===== src/core/dts_defines.svh =====
// register map, field positions, reset values and level constants
`ifndef DTS_DEFINES_SVH
`define DTS_DEFINES_SVH

// register byte offsets
`define A_TBASE   8'h00
`define A_DTRIG   8'h04
`define A_DELAY   8'h08
`define A_EVENTS  8'h0C
`define A_LEVEL   8'h10
`define A_PRESET  8'h14
`define A_SCALE   8'h18
`define A_RECLEN  8'h1C
`define A_STATUS  8'h20
`define A_ZONE    8'h24

// time base register fields
`define TB_MODE   0
`define TB_EN     1
// delayed trigger register fields
`define DT_CRIT   1:0
`define DT_SRC    4:2
`define DT_CPL    6:5
`define DT_SLOPE  7
// record length register fields
`define RL_POST   15:0
`define RL_MAIN   31:16
// status register fields
`define ST_TRIG   0
`define ST_COMPAT 1
`define ST_REJ    2
`define ST_STATE  7:3
`define ST_TAND   8
// generic 16-bit value field, preset code field and zone start and end fields
`define F_VAL     15:0
`define F_PRESET  1:0
`define F_ZSTART  15:0
`define F_ZEND    31:16

// reset values
`define RST_DELAY   16'h0010
`define RST_EVENTS  16'h0001
`define RST_LEVEL   16'sh0000
`define RST_SCALE   16'h00C8
`define RST_POST    16'h0100
`define RST_MAIN    16'h0400

// level presets in millivolts, clamp span in divisions
`define LVL_TTL     16'sh0578
`define LVL_ECL     16'shFAEC
`define CLAMP_DIVS  22'sh00000C

`endif


===== src/core/dts_pkg.sv =====
// types shared by the delayed trigger sequencer
package dts_pkg;

   typedef enum logic [4:0] {
      S_WAIT = 5'h01,
      S_TIME = 5'h02,
      S_EVT  = 5'h04,
      S_TRIG = 5'h08,
      S_POST = 5'h10
   } seq_state_t;

   typedef enum logic [1:0] {
      CRIT_TIME        = 2'h0,
      CRIT_EVENTS      = 2'h1,
      CRIT_EVENTS_TIME = 2'h2
   } crit_t;

   typedef enum logic [2:0] {
      SRC_INPUT_CHANNEL_ONE    = 3'h0,
      SRC_INPUT_CHANNEL_TWO    = 3'h1,
      SRC_INPUT_CHANNEL_THREE  = 3'h2,
      SRC_INPUT_CHANNEL_FOUR   = 3'h3,
      SRC_AUXILIARY_DC_INPUT   = 3'h4
   } src_t;

   typedef enum logic [1:0] {
      SEL_FOLLOW_MAIN = 2'h0,
      SEL_DC          = 2'h1,
      SEL_NOISE_REJ   = 2'h2
   } cpl_sel_t;

   typedef enum logic [1:0] {
      CPL_DC        = 2'h0,
      CPL_NOISE_REJ = 2'h1,
      CPL_AC        = 2'h2,
      CPL_HF_REJ    = 2'h3
   } coupling_t;

   typedef enum logic [1:0] {
      TYPE_EDGE  = 2'h0,
      TYPE_PULSE = 2'h1,
      TYPE_LOGIC = 2'h2
   } main_type_t;

   typedef enum logic [1:0] {
      CLASS_GLITCH = 2'h0,
      CLASS_WIDTH  = 2'h1,
      CLASS_RUNT   = 2'h2,
      CLASS_SLEW   = 2'h3
   } main_class_t;

   typedef enum logic [1:0] {
      PRESET_NONE = 2'h0,
      PRESET_TTL  = 2'h1,
      PRESET_ECL  = 2'h2,
      PRESET_HALF = 2'h3
   } preset_t;

   typedef struct packed {
      logic               trig_mode;
      logic               enable;
      crit_t              crit;
      src_t               src;
      cpl_sel_t           cpl_sel;
      logic               slope;
      logic [15:0]        delay;
      logic [15:0]        events;
      logic signed [15:0] level;
      logic [15:0]        scale;
      logic [15:0]        post_len;
      logic [15:0]        main_len;
      logic               rejected;
      seq_state_t         st;
      logic               run_trig;
      crit_t              run_crit;
      logic [15:0]        cnt;
      logic [4:0]         sync1;
      logic [4:0]         sync2;
      logic               samp;
      logic               filt;
      logic               lvl_prev;
      logic [31:0]        prdata;
      logic               slverr;
      logic               acq_start;
      logic               rec_ready;
      logic signed [15:0] mlvl;
      logic               mlvl_wr;
      logic [15:0]        zone_start;
      logic [15:0]        zone_end;
      logic               trig_eff;
      coupling_t          cpl_eff;
   } regs_t;

endpackage


===== src/core/delayed_trigger_sequencer.sv =====
// delayed time base sequencer with apb register file
//
// Contract
// runs-after mode waits main trigger, counts delay, then starts record unqualified.
// only triggerable mode uses the delayed trigger edge logic.
// triggerable mode applies one criterion: time, events, or events then time.
// pretrigger capture runs always; after criteria, count posttrigger, flag ready.
// logic type, runt or slew class force runs-after mode.
// auxiliary main source is incompatible with triggerable mode.
// selecting triggerable mode while incompatible is rejected.
// writing a delay criterion switches to triggerable; only time base leaves it.
// delayed source is one of four channels or auxiliary dc input.
// both sources auxiliary: level change on either updates both.
// coupling follow-main, dc or noise reject; follow copies main coupling.
// delayed trigger qualifies on rising or falling slope.
// runs-after zone spans delayed record start to its end.
// triggerable zone spans earliest delayed start to end of main record.
// events-and-time keeps separate delay time and event count settings.
// ttl preset gives +1.4 V, ecl preset gives -1.3 V, then clamped.
// fifty percent preset gives half the source peak-to-peak value.
// level clamped to twelve vertical divisions either side of center.
// events criterion counts slope edges, accepts trigger at programmed count.
// after each delayed record the sequencer waits for next main trigger.
`include "dts_defines.svh"
`timescale 1ns/1ns
`default_nettype none

module delayed_trigger_sequencer
(
   // clock, reset, enable
   input  wire logic                 pclk,
   input  wire logic                 presetn,
   input  wire logic                 ce,
   // apb slave
   input  wire logic                 psel,
   input  wire logic                 penable,
   input  wire logic                 pwrite,
   input  wire logic [7:0]           paddr,
   input  wire logic [31:0]          pwdata,
   output logic [31:0]               prdata,
   output logic                      pready,
   output logic                      pslverr,
   // main trigger logic
   input  wire logic                 main_trig,
   input  wire dts_pkg::main_type_t  main_type,
   input  wire dts_pkg::main_class_t main_class,
   input  wire dts_pkg::src_t        main_source,
   input  wire dts_pkg::coupling_t   main_coupling,
   input  wire logic signed [15:0]   main_level,
   input  wire logic                 main_level_set,
   output logic signed [15:0]        main_level_out,
   output logic                      main_level_wr,
   // delayed source comparators and measurement
   input  wire logic [4:0]           src_raw,
   input  wire logic [15:0]          src_pk2pk,
   // front end and acquisition record
   output dts_pkg::coupling_t        dly_coupling,
   output logic signed [15:0]        dly_level,
   output logic                      triggerable,
   output logic                      acq_start,
   output logic                      post_active,
   output logic                      rec_ready,
   output logic [15:0]               zone_start,
   output logic [15:0]               zone_end
);
   import dts_pkg::*;

   localparam regs_t REGS_RST = '{
      default:  '0,
      crit:     CRIT_TIME,
      src:      SRC_INPUT_CHANNEL_ONE,
      cpl_sel:  SEL_FOLLOW_MAIN,
      st:       S_WAIT,
      run_crit: CRIT_TIME,
      cpl_eff:  CPL_DC,
      delay:    `RST_DELAY,
      events:   `RST_EVENTS,
      level:    `RST_LEVEL,
      scale:    `RST_SCALE,
      post_len: `RST_POST,
      main_len: `RST_MAIN
   };

   regs_t q;
   regs_t d;

   logic        compat;
   logic        tandem;
   logic        noise;
   logic        lvl_now;
   logic        edge_hit;
   logic        mapped;
   logic        setup;
   logic        wr;
   logic [15:0] ev_goal;

   // clamp to twelve divisions of the source scale
   function automatic logic signed [15:0] clamp_lvl(
      input logic signed [15:0] v,
      input logic [15:0]        scale);
      logic signed [21:0] lim;
      logic signed [21:0] vx;
      lim = $signed({6'h00, scale}) * `CLAMP_DIVS;
      vx  = 22'(v);
      if (vx > lim)
         return 16'(lim);
      else if (vx < -lim)
         return 16'(-lim);
      else
         return v;
   endfunction

   function automatic logic [31:0] rd_word(input logic [7:0] a,
                                           input regs_t r,
                                           input logic cmp,
                                           input logic tnd);
      logic [31:0] w;
      w = '0;
      case (a)
         `A_TBASE:
         begin
            w[`TB_MODE] = r.trig_mode;
            w[`TB_EN]   = r.enable;
         end
         `A_DTRIG:
         begin
            w[`DT_CRIT]  = r.crit;
            w[`DT_SRC]   = r.src;
            w[`DT_CPL]   = r.cpl_sel;
            w[`DT_SLOPE] = r.slope;
         end
         `A_DELAY:  w[`F_VAL] = r.delay;
         `A_EVENTS: w[`F_VAL] = r.events;
         `A_LEVEL:  w[`F_VAL] = r.level;
         `A_SCALE:  w[`F_VAL] = r.scale;
         `A_RECLEN:
         begin
            w[`RL_POST] = r.post_len;
            w[`RL_MAIN] = r.main_len;
         end
         `A_STATUS:
         begin
            w[`ST_TRIG]   = r.trig_eff;
            w[`ST_COMPAT] = cmp;
            w[`ST_REJ]    = r.rejected;
            w[`ST_STATE]  = r.st;
            w[`ST_TAND]   = tnd;
         end
         `A_ZONE:
         begin
            w[`F_ZSTART] = r.zone_start;
            w[`F_ZEND]   = r.zone_end;
         end
         default: w = '0;
      endcase
      return w;
   endfunction

   // main settings that allow triggerable mode
   assign compat = (main_type != TYPE_LOGIC)
                 && !(main_type == TYPE_PULSE
                      && (main_class == CLASS_RUNT
                          || main_class == CLASS_SLEW))
                 && (main_source != SRC_AUXILIARY_DC_INPUT);

   // shared auxiliary source ties both levels
   assign tandem = (main_source == SRC_AUXILIARY_DC_INPUT)
                 && (q.src == SRC_AUXILIARY_DC_INPUT);

   assign noise   = (q.cpl_eff == CPL_NOISE_REJ);
   assign lvl_now = noise ? q.filt : q.samp;

   // slope select on the qualified source level
   assign edge_hit = q.slope ? (q.lvl_prev & ~lvl_now)
                             : (~q.lvl_prev & lvl_now);

   assign ev_goal = (q.events == '0) ? 16'h0001 : q.events;

   assign mapped = (paddr == `A_TBASE) || (paddr == `A_DTRIG)
                || (paddr == `A_DELAY) || (paddr == `A_EVENTS)
                || (paddr == `A_LEVEL) || (paddr == `A_PRESET)
                || (paddr == `A_SCALE) || (paddr == `A_RECLEN)
                || (paddr == `A_STATUS) || (paddr == `A_ZONE);

   assign setup = psel & ~penable;
   assign wr    = psel & penable & pwrite & ce;

   always_comb
   begin
      logic rej_set;
      logic rej_clr;
      logic lvl_chg;
      logic go_post;
      rej_set = 1'b0;
      rej_clr = 1'b0;
      lvl_chg = 1'b0;
      go_post = 1'b0;
      d = q;
      if (ce)
      begin
         d.acq_start = 1'b0;
         d.rec_ready = 1'b0;
         d.mlvl_wr   = 1'b0;

         // two-stage sync, then select the delayed source
         d.sync1 = src_raw;
         d.sync2 = q.sync1;
         d.samp  = q.sync2[q.src];
         // noise reject needs two agreeing samples
         if (q.sync2[q.src] == q.samp)
            d.filt = q.samp;
         d.lvl_prev = lvl_now;

         // main level change follows into delayed level
         if (tandem && main_level_set)
            d.level = clamp_lvl(main_level, q.scale);

         if (setup)
         begin
            d.prdata = rd_word(paddr, q, compat, tandem);
            d.slverr = ~mapped;
         end

         if (wr && mapped)
         begin
            case (paddr)
               `A_TBASE:
               begin
                  d.enable = pwdata[`TB_EN];
                  // refuse triggerable while main is incompatible
                  if (pwdata[`TB_MODE] && !compat)
                  begin
                     d.trig_mode = 1'b0;
                     rej_set     = 1'b1;
                  end
                  else
                     d.trig_mode = pwdata[`TB_MODE];
               end
               `A_DTRIG:
               begin
                  d.crit    = crit_t'(pwdata[`DT_CRIT]);
                  d.src     = src_t'(pwdata[`DT_SRC]);
                  d.cpl_sel = cpl_sel_t'(pwdata[`DT_CPL]);
                  d.slope   = pwdata[`DT_SLOPE];
                  // criterion write selects triggerable mode
                  if (compat)
                     d.trig_mode = 1'b1;
                  else
                     rej_set = 1'b1;
               end
               // delay and event count held apart
               `A_DELAY:  d.delay  = pwdata[`F_VAL];
               `A_EVENTS: d.events = pwdata[`F_VAL];
               `A_LEVEL:
               begin
                  d.level = clamp_lvl($signed(pwdata[`F_VAL]), q.scale);
                  lvl_chg = 1'b1;
               end
               `A_PRESET:
               begin
                  lvl_chg = 1'b1;
                  unique case (preset_t'(pwdata[`F_PRESET]))
                     // logic family presets
                     PRESET_TTL: d.level = clamp_lvl(`LVL_TTL, q.scale);
                     PRESET_ECL: d.level = clamp_lvl(`LVL_ECL, q.scale);
                     // half of the measured peak-to-peak
                     PRESET_HALF:
                        d.level = clamp_lvl($signed({1'b0, src_pk2pk[15:1]}),
                                            q.scale);
                     PRESET_NONE: lvl_chg = 1'b0;
                  endcase
               end
               `A_SCALE:
               begin
                  d.scale = pwdata[`F_VAL];
                  d.level = clamp_lvl(q.level, pwdata[`F_VAL]);
                  lvl_chg = 1'b1;
               end
               `A_RECLEN:
               begin
                  d.post_len = pwdata[`RL_POST];
                  d.main_len = pwdata[`RL_MAIN];
               end
               `A_STATUS: rej_clr = pwdata[`ST_REJ];
               default: rej_clr = 1'b0;
            endcase
         end

         // a new rejection wins over a clear in the same cycle
         d.rejected = rej_set | (q.rejected & ~rej_clr);

         // delayed level change pushed to the main system
         if (lvl_chg && tandem)
         begin
            d.mlvl    = d.level;
            d.mlvl_wr = 1'b1;
         end

         unique case (q.st)
            S_WAIT:
            begin
               if (q.enable && main_trig)
               begin
                  // mode latched at the main trigger
                  d.run_trig = q.trig_eff;
                  d.run_crit = q.crit;
                  // time first, or event count first
                  if (!q.trig_eff || q.crit == CRIT_TIME)
                  begin
                     d.st  = S_TIME;
                     d.cnt = q.delay;
                  end
                  else
                  begin
                     d.st  = S_EVT;
                     d.cnt = '0;
                  end
               end
            end
            S_TIME:
            begin
               if (q.cnt == '0)
               begin
                  // runs-after starts with no qualification
                  if (!q.run_trig)
                     go_post = 1'b1;
                  else
                     d.st = S_TRIG;
               end
               else
                  d.cnt = q.cnt - 16'h0001;
            end
            S_EVT:
            begin
               // count slope edges up to the programmed count
               if (edge_hit)
               begin
                  if ({1'b0, q.cnt} + 17'h00001 >= {1'b0, ev_goal})
                  begin
                     if (q.run_crit == CRIT_EVENTS)
                        go_post = 1'b1;
                     else
                     begin
                        d.st  = S_TIME;
                        d.cnt = q.delay;
                     end
                  end
                  else
                     d.cnt = q.cnt + 16'h0001;
               end
            end
            S_TRIG:
            begin
               if (edge_hit)
                  go_post = 1'b1;
            end
            S_POST:
            begin
               // finish record, flag it, rearm
               if (q.cnt == '0)
               begin
                  d.rec_ready = 1'b1;
                  d.st        = S_WAIT;
               end
               else
                  d.cnt = q.cnt - 16'h0001;
            end
            default: d.st = S_WAIT;
         endcase

         // posttrigger count for the delayed record
         if (go_post)
         begin
            d.st        = S_POST;
            d.cnt       = q.post_len;
            d.acq_start = 1'b1;
         end
         if (!q.enable)
            d.st = S_WAIT;

         // forced runs-after while main is incompatible
         d.trig_eff = q.trig_mode & compat;
         // follow-main copies main coupling
         unique case (q.cpl_sel)
            SEL_DC:        d.cpl_eff = CPL_DC;
            SEL_NOISE_REJ: d.cpl_eff = CPL_NOISE_REJ;
            default:       d.cpl_eff = main_coupling;
         endcase

         d.zone_start = q.delay;
         // triggerable zone runs to end of main record
         if (q.trig_eff)
            d.zone_end = q.main_len;
         // runs-after zone covers the delayed record
         else
            d.zone_end = 16'(q.delay + q.post_len);
      end
   end

   always_ff @(posedge pclk or negedge presetn)
   begin
      if (!presetn)
         q <= REGS_RST;
      else
         q <= d;
   end

   assign prdata         = q.prdata;
   assign pslverr        = q.slverr;
   assign pready         = psel & penable & ce;
   assign main_level_out = q.mlvl;
   assign main_level_wr  = q.mlvl_wr;
   assign dly_coupling   = q.cpl_eff;
   assign dly_level      = q.level;
   assign triggerable    = q.trig_eff;
   assign acq_start      = q.acq_start;
   assign post_active    = (q.st == S_POST);
   assign rec_ready      = q.rec_ready;
   assign zone_start     = q.zone_start;
   assign zone_end       = q.zone_end;

endmodule

`default_nettype wire


===== config.mk =====
export PLATFORM = sky130hd
export DESIGN_NAME = delayed_trigger_sequencer
export DESIGN_NICKNAME = d
export VERILOG_FILES = /design/src/core/dts_pkg.sv /design/src/core/delayed_trigger_sequencer.sv
export VERILOG_INCLUDE_DIRS = /design/src /design/src/core
export SDC_FILE = /design/constraint.sdc
export NUM_CORES = 1
export LEC_CHECK = 0
export ABC_AREA = 1
export BUFFER_PORTS_ARGS = -buffer_cell sky130_fd_sc_hd__buf_2
export CAP_MARGIN = 10
export CORE_ASPECT_RATIO = 1.75
export CORE_MARGIN = 2
export CORE_UTILIZATION = 45
export DETAILED_ROUTE_END_ITERATION = 8
export GPL_ROUTABILITY_DRIVEN = 0
export HOLD_SLACK_MARGIN = 0.12
export SETUP_SLACK_MARGIN = 0.15
export SYNTH_ARGS = -nofsm -noshare
export SYNTH_HDL_FRONTEND = slang
export SYNTH_SLANG_ARGS = --single-unit

===== constraint.sdc =====
create_clock -name pclk -period 11.37 [get_ports pclk]
set_input_delay 2.274 -clock pclk [delete_from_list [all_inputs] [get_ports pclk]]
set_output_delay 2.274 -clock pclk [all_outputs]
set_load 0.005 [all_outputs]

; After elaboration in Yosys (flattened, before gate mapping)
; Index checks and enable logic that the tools add are counted.
[op_classes]
order_cmp = 14
mux = 75
multipliers = 2
n_addsub = 6
n_eq_ne = 42
reduce_logical = 45
bitwise = 15
[ops]
columns = operator, count
row1 = $mux W16, 22
row2 = $pmux W16 S3, 3
row3 = $lt A16 B22 Y1, 4
row4 = $mux W64, 1
row5 = $gt A16 B21 Y1, 3
row6 = $pmux W6 S8, 1
row7 = $gt A12 B22 Y1 const A, 2
row8 = $lt A12 B22 Y1 const A, 2
row9 = $neg A20 Y22, 2
row10 = $pmux W7 S6, 1
row11 = $mux W5, 8
row12 = $mul A16 B2 Y18 const B, 2
row13 = $eq A8 B5 Y1 const B, 4
row14 = $logic_not A16 Y1, 2
row15 = $mux W32, 1
row16 = $pmux W16 S2, 1
row17 = $ne A4 B4 Y1 const B, 7
row18 = $mux W1, 26
row19 = $pmux W5 S5, 1
row20 = $mux W24, 1
row21 = $reduce_and A3 Y1, 7
row22 = $gt A15 B20 Y1, 1
row23 = $pmux W2 S9, 1
row24 = $add A16 B1 Y17 const B, 1
row25 = 42 further kinds, 95
[totals]
input_bits = 94
register_bits = 231
elab_cells = 231
out_inout_bits = 105

; Logic depth before layout (Yosys ltp)
; Gate-level depths: netlist of the first run.
[logic_depth]
word_depth = 16
mapped_depth = 41

; Least setup slack after synthesis of the first run
; OpenSTA, ideal clock, no wires.
[synth_path]
path_type = input-to-reg
from = in pwdata[0]
to = reg q (netlist bit dly_level[10])
n_path_buf = 1
required_ns = 11.253
cell_stages = 36
arrival_time_ns = 6.727
slack_ns = 4.526
path_cell_list = ha_1 inv_1 fa_1 o21ai_1 a21oi_1 o21ai_0 xnor2_1 and3_1 nand2_1 nor4_1 nand2_1 nor2_1 inv_1 o21ai_0 nand2_1 ha_1 nand2_1 inv_1 o21ai_0 nand2_1 a21oi_1 nand3_1 or2_2 nand2_1 inv_1 clkbuf_1 o21ai_0 nand2_1 o21ai_0 nor2_1 a21oi_1 nand2_1 nand2_1 nand2_1 nand2_1 nand2_1
[synth_between]
elab_chain_cells = 7
elab_cells_between_ends = 16
cone_classes = 1 x add/sub / 1 x mul / 4 x order compare / 3 x eq/ne / 7 x mux
[synth_rtl]
columns = element, line_no
row1 = from (decl), delayed_trigger_sequencer.sv:39  ; input wire logic [31:0] pwdata,
row2 = $mul A16 B2 Y18 (no source line), -
row3 = $neg A20 Y22, delayed_trigger_sequencer.sv:108  ; return 16'(-lim);
row4 = $lt A16 B22 Y1, delayed_trigger_sequencer.sv:107  ; else if (vx < -lim)
row5 = $mux W16, delayed_trigger_sequencer.sv:107
row6 = $mux W16, delayed_trigger_sequencer.sv:105  ; if (vx > lim)
row7 = $pmux W16 S3 (*), delayed_trigger_sequencer.sv:226  ; case (paddr)
row8 = $mux W64 (*), delayed_trigger_sequencer.sv:224  ; if (wr && mapped)
row9 = to (signal assigned), delayed_trigger_sequencer.sv:403  ; q <= REGS_RST;
row10 = to (signal assigned), delayed_trigger_sequencer.sv:405  ; q <= d;
row11 = to (decl), delayed_trigger_sequencer.sv:84  ; regs_t q;
; Mark *: on every way between the ends. The rest lies on a longest branch, timed or not.
; A chain may end at the register's enable or synchronous reset.

; Worst setup path in the final report of the first run
[layout_path]
from = in pwdata[1]
to = reg q (netlist bit dly_level[10])
; Same word-level chain as after synthesis.

==> metrics.txt, run 1 <==
drt initial violations=1,760; Mapped Nets=3,481; Async SR Flop Fraction=100%; first-pass GRT wire length=between 100,000 and 150,000 um; worst slew pin tran=1180 ps; peak supply drop=0.103 mV; clk_lat worst skew=540 ps; Max Clock Freq=118 MHz; via count=around 22k; DR DRC count=0; Most common cell on crit path=nand2_1; TritonCTS clock tree=done; CTS Buf Count=22; Die H=293 um; post-cts repair resize count=0; ys flop type=dfrtp_1; Die Footprint=0.0496 mm2; area grow syn2layout=6.96%; synthesis-stage register bit count=231; initial antenna violation count=1; post-synthesis cell count=3,181; Ys Warns=0; clk buf depth=3; drt total wl=between 80,000 and 90,000 um; top post-synthesis cells by area=dfrtp_1, nand2_1, ha_1; number of synthesized flops with an enable pin=0; Congestion Overflow GR=0; CP endpoint kind=flop; met2 GRT Util=between 50 and 60%; setup_tns=0 ps; CP max-delay cell=ha_1; port bufs=196; Worst Path Class, Setup=in -> reg; Overall Global Routing Usage=34.5%; final setup fails=0; final instance area=0.0230 mm2; row cnt=106; top cells by count, synth=nand2_1, inv_1, o21ai_0; Die X=approximately 170 um; grt met1 use=35.7%; Detailed Place HPWL=67,300 um; most frequent cell after synthesis=nand2_1; Setup Buffers After CTS=0; cell taking the most area after synthesis=dfrtp_1; Sink Count=231; startpoint class of the critical path=input pin; Layout Skew=~14 ps; Relative slew margins=20.7%; ratio of cells with drive above 1 in the final layout=11.5%; register area share after synthesis=26.9%; Slowest Stage Delay on Critical Path=approximately 540 ps; Slew Viols, Final=0; clk root buf=clkbuf_16; routed len/inst=22.6 um; GRT met3 Usage=5.33%; Final Hold Vio Count=0; crit path time final=8500 ps; RSZ-0062 raised after global routing=no; synthesized area=0.0215 mm2; CORE AREA=approximately 0.047 mm2; gr busiest metal=met2; DR pass1 iterations=6; synthesized area per cell=6.76 um2; status=finished, final reports clean; NumNets Final=3,528; Via density=5.81; Hold WC Path Type=reg -> reg; largest net degree at the start of global routing=104; Final Cycle Share=74.8%; Initial Utilization=45.3%; # hold bufs at CTS=0; LEAKAGE=12.3 nW; clock slew at reported path FFs=70 ps; vias in the first global route=~22k; Pwr per Cell Area=approximately 110 mW/mm2; Critical Path RT=between 10,000 and 15,000 ps; crit path DAT=8930 ps; area post-placement=0.0222 mm2; Ports=199; ANT nets after route=0; Cell variety after synth=67; H-tree levels=1; post-synth top area share=around a quarter; Crit Path Max Fanout=17; Max Cap Viol=0
==> layer usage <==
layer  part of all wire [%]  up-vias
li1                       -    10500
met1                     34    10300
met2                     47     1111
met3                    7.1      414
met4                     12        0
met5                      0        -
==> area by class of cell <==
class / instances / area (um2)
Fill cell: 4963 / 24500
Antenna cell: 1 / 2.50
Timing Repair Buffer: 213 / 1120
Clock inverter: 9 / 141
Clock buffer: 31 / 614
Tap cell: 594 / 743
Sequential cell: 231 / 5790
Multi-Input combinational cell: 2352 / 13000
Inverter: 408 / 1540
==> kinds of logic (layout without fill, tap and decap cells) <==
kind of cell               after synthesis  count (layout)  synth area share (%)
and+or+nand+nor                       1478            1478                  29.9
AOI/OAI and AO/OA                      619             619                  16.4
buffers and inverters                  598             661                  12.5
DFF                                    231             231                  26.9
adders and majority gates              206             206                  12.1
xor gates and xnor gates                42              42                  1.71
muxes                                    7               7                 0.355
other                                    0               1                     0
==> flip-flops by register name, indices dropped and copies added, names as in the netlist <==
register / flops
dly_level: 16
prdata: 32
dly_coupling: 2
rec_ready: 1
pslverr: 1
zone_start: 16
q: 128
acq_start: 1
main_level_wr: 1
main_level_out: 16
triggerable: 1
zone_end: 16
==> metrics by stage <==
step	total power, mW	setup WS, ps	hold WS, ps	utilization (%)	instances
5_1_grt	2.78	2370	502	48.4	3839
3_5_place_dp	1.83	2570	454	46.8	3798
4_1_cts	2.62	3130	470	48.4	3838
2_1_floorplan	1.57	4530	437	-	3181
3_3_place_gp	1.80	2670	453	46.8	3798
6_report	2.64	2870	468	48.4	3839
==> power by group <==
group	internal, mW	switching [mW]
Combinational	0.281	0.588
Clock	0.449	0.350
Sequential	0.883	0.0834
==> layout by cell type (no fill, tap or decap), types with 34 or more instances in the layout <==
cell,instances
nor3_1,41
xor2_1,34
buf_2,195
inv_1,389
ha_1,203
a21oi_1,193
nand4_1,41
nand3_1,179
dfrtp_1,223
nand2_1,879
nor2_1,215
o21ai_0,253
==> final timing paths <==
| kind | start | cells after the start | end | slack, ps |
|---|---|---|---|---|
| worst min register to register | q[90] | 2 | q[90] | 470 |
| worst min-delay path | q[90] | 2 | q[90] | 470 |
| worst max-delay path | pwdata[1] | 36 | dly_level[10] | 2870 |
| min in group asynchronous | presetn | 1 | q[107] | 1730 |
| worst max register to register | q[157] | 38 | dly_level[11] | 4920 |
| max in group asynchronous | presetn | 2 | prdata[3] | 8010 |
==> critical path, delay by kind of cell <==
family / cells / cell delay (ps)
buf+inv: 5 / 870
compound gates: 9 / 1510
simple gates: 18 / 2590
xor+xnor: 1 / 480
fa+ha+maj: 3 / 1190
No activity file was read; power rests on OpenSTA's default activity.
==> run 2, diff against run 1 <==
- PLACE_DENSITY: default -> 0.66
- clock period: 11.37 -> 6.9 ns (I/O delays scaled with it)
==> metrics.txt, run 2 (synthesis gave the netlist of run 1 again) <==
crit path DAT=6620 ps (-2310 ps); commonest non-fill, non-tap cell in the layout=nand2_1; Initial Utilization=45.3% (unchanged); Placed Instances=3,814 (+0.42%); Final Cycle Share=89.6%; Detailed Place HPWL=64,600 um (-4.0%); Overall Global Routing Usage=33.6% (-0.90 points); DR DRC count=0 (unchanged); Slowest Stage Delay on Critical Path=530 ps (about the same); Congestion Overflow GR=0 (unchanged); H-tree levels=1 (unchanged); pre-CTS WS=253 ps (-2320 ps); Die X=169 um (unchanged); Die Footprint=0.0496 mm2 (unchanged); Crit Path Max Fanout=9 (-8); most frequent cells in the layout=nand2_1, inv_1, o21ai_0; vias in the first global route=21.4k (-1.1%); port bufs=196 (unchanged); clock slew at reported path FFs=70 ps (about the same); setup_tns=0 ps (unchanged); startpoint class of the critical path=input pin; Via density=5.79 (-0.30%); CP endpoint kind=flop; routed len/inst=21.9 um (-3.3%); Max Clock Freq=162 MHz; Die H=293 um (unchanged); final setup fails=0 (unchanged); via count=22.3k (+0.14%); Final Worst Setup Slack=716 ps (-2150 ps); drt total wl=84,400 um (-2.9%); RSZ-0062 raised after global routing=no; Non-Filler Instances=3,856 (+0.44%); clk buf depth=3 (unchanged); Switching Fraction=39.3% (+0.60 points); ANT nets after route=0 (unchanged); DR pass1 iterations=7 (+1); Logic pwr share=34.2% (+1.2 points); Sink Count=231 (unchanged); Hold WC Path Type=reg -> reg; area grow syn2layout=7.36%; status=finished, final reports clean; NumNets Final=3,545 (+0.48%); clock power share=28.1% (-2.2 points); r2r setup slk=930 ps (-3990 ps); Most common cell on crit path=nand2_1; Pwr per Cell Area=183 mW/mm2 (+60%); CORE AREA=0.0475 mm2 (unchanged); initial antenna violation count=2 (+1); Ports=199 (unchanged); worst hold slack=472 ps (+3.74 ps); CP max-delay cell=fa_1; routed length on met2=39,400 um (-3.2%); Total Power=4.22 mW (+60%); clk root buf=clkbuf_16; TritonCTS clock tree=done; M1 wire length=28,600 um (-2.2%); clk_lat worst skew=550 ps (about the same); drt initial violations=1,956 (+11%); first-pass GRT wire length=126,000 um (-2.4%); Highest Signal Layer=met4; Reg with most FFs=q; CTS Buf Count=21 (-4.5%); LEAKAGE=12.3 nW (+0.39%); ratio of cells with drive above 1 in the final layout=12.1% (+0.59 points); internal power=2.56 mW (+59%); row cnt=106 (unchanged); Layout Skew=13.8 ps (-0.411 ps); Slew Viols, Final=0 (unchanged); worst slew pin tran=1040 ps (-150 ps); # hold bufs at CTS=0 (unchanged); crit path time final=6180 ps; Max Cap Viol=0 (unchanged); Seq pwr share=37.7% (+1.0 points); Final Hold Vio Count=0 (unchanged); Psw=1.66 mW (+63%); peak supply drop=0.155 mV (+50%); Worst Path Class, Setup=in -> reg; Relative slew margins=30.8% (+10 points); Critical Path RT=7340 ps (-4460 ps); max FFs per register=128 (unchanged); largest net degree at the start of global routing=123 (+18%); met3 wire length=6420 um (+3.7%)
## run 2: critical path: cells and delay by family
| kind | cells | cell delay, ps |
|---|---|---|
| buf+inv | 6 | 800 |
| fa+ha+maj | 3 | 1030 |
| simple gates | 20 | 2510 |
| xor+xnor | 1 | 170 |
| compound gates | 5 | 720 |
## run 2: final timing paths
| kind | start | cells after the start | endpoint |
|---|---|---|---|
| worst min register to register | prdata[30] | 2 | prdata[30] |
| worst max-delay path | pwdata[1] | 35 | main_level_out[3] |
| max in group asynchronous | presetn | 2 | zone_start[5] |
| worst min-delay path | prdata[30] | 2 | prdata[30] |
| worst max register to register | q[158] | 29 | main_level_out[12] |
| min in group asynchronous | presetn | 1 | q[106] |
## run 2: power groups by stage
stage | logic, mW | registers [mW] | clock network [mW]
global placement | 1.39 | 1.61 | 0
floorplan | 1.03 | 1.55 | 0
finish | 1.44 | 1.59 | 1.18
CTS | 1.41 | 1.59 | 1.19
global route | 1.62 | 1.60 | 1.24
detailed placement | 1.41 | 1.61 | 0
## run 2: timing repair
action / CTS / global route
setup endpoints to repair: 0 / 10
endpoints found under the hold margin: 0 / 0
setup buffers: 0 / 2
resized for setup: 0 / 6
## run 2: final cells by class
class                      count  area [um2]
inverter                     408        1540
antenna                        2        5.00
fill                        4976       24400
sequential                   231        5790
timing repair buffer         231        1270
clock buffer                  30         579
multi-input combinational   2352       13100
tap                          594         743
clock inverter                 8        78.8
## run 2: through the flow
step                      cell area, um2  util (%)
after detailed placement           22400      47.1
after global routing               23100      48.6
final                              23100      48.6
after floorplan                    21500         -
after global placement             22400      47.1
after CTS                          23000      48.5
## run 2: routing by layer
layer / GRT usage [%] / vias to the layer above
met2: 56.7 / 1104
met3: 5.70 / 399
met4: 31.5 / 0
met1: 35.2 / 10300
li1: - / 10500
met5: 0 / -
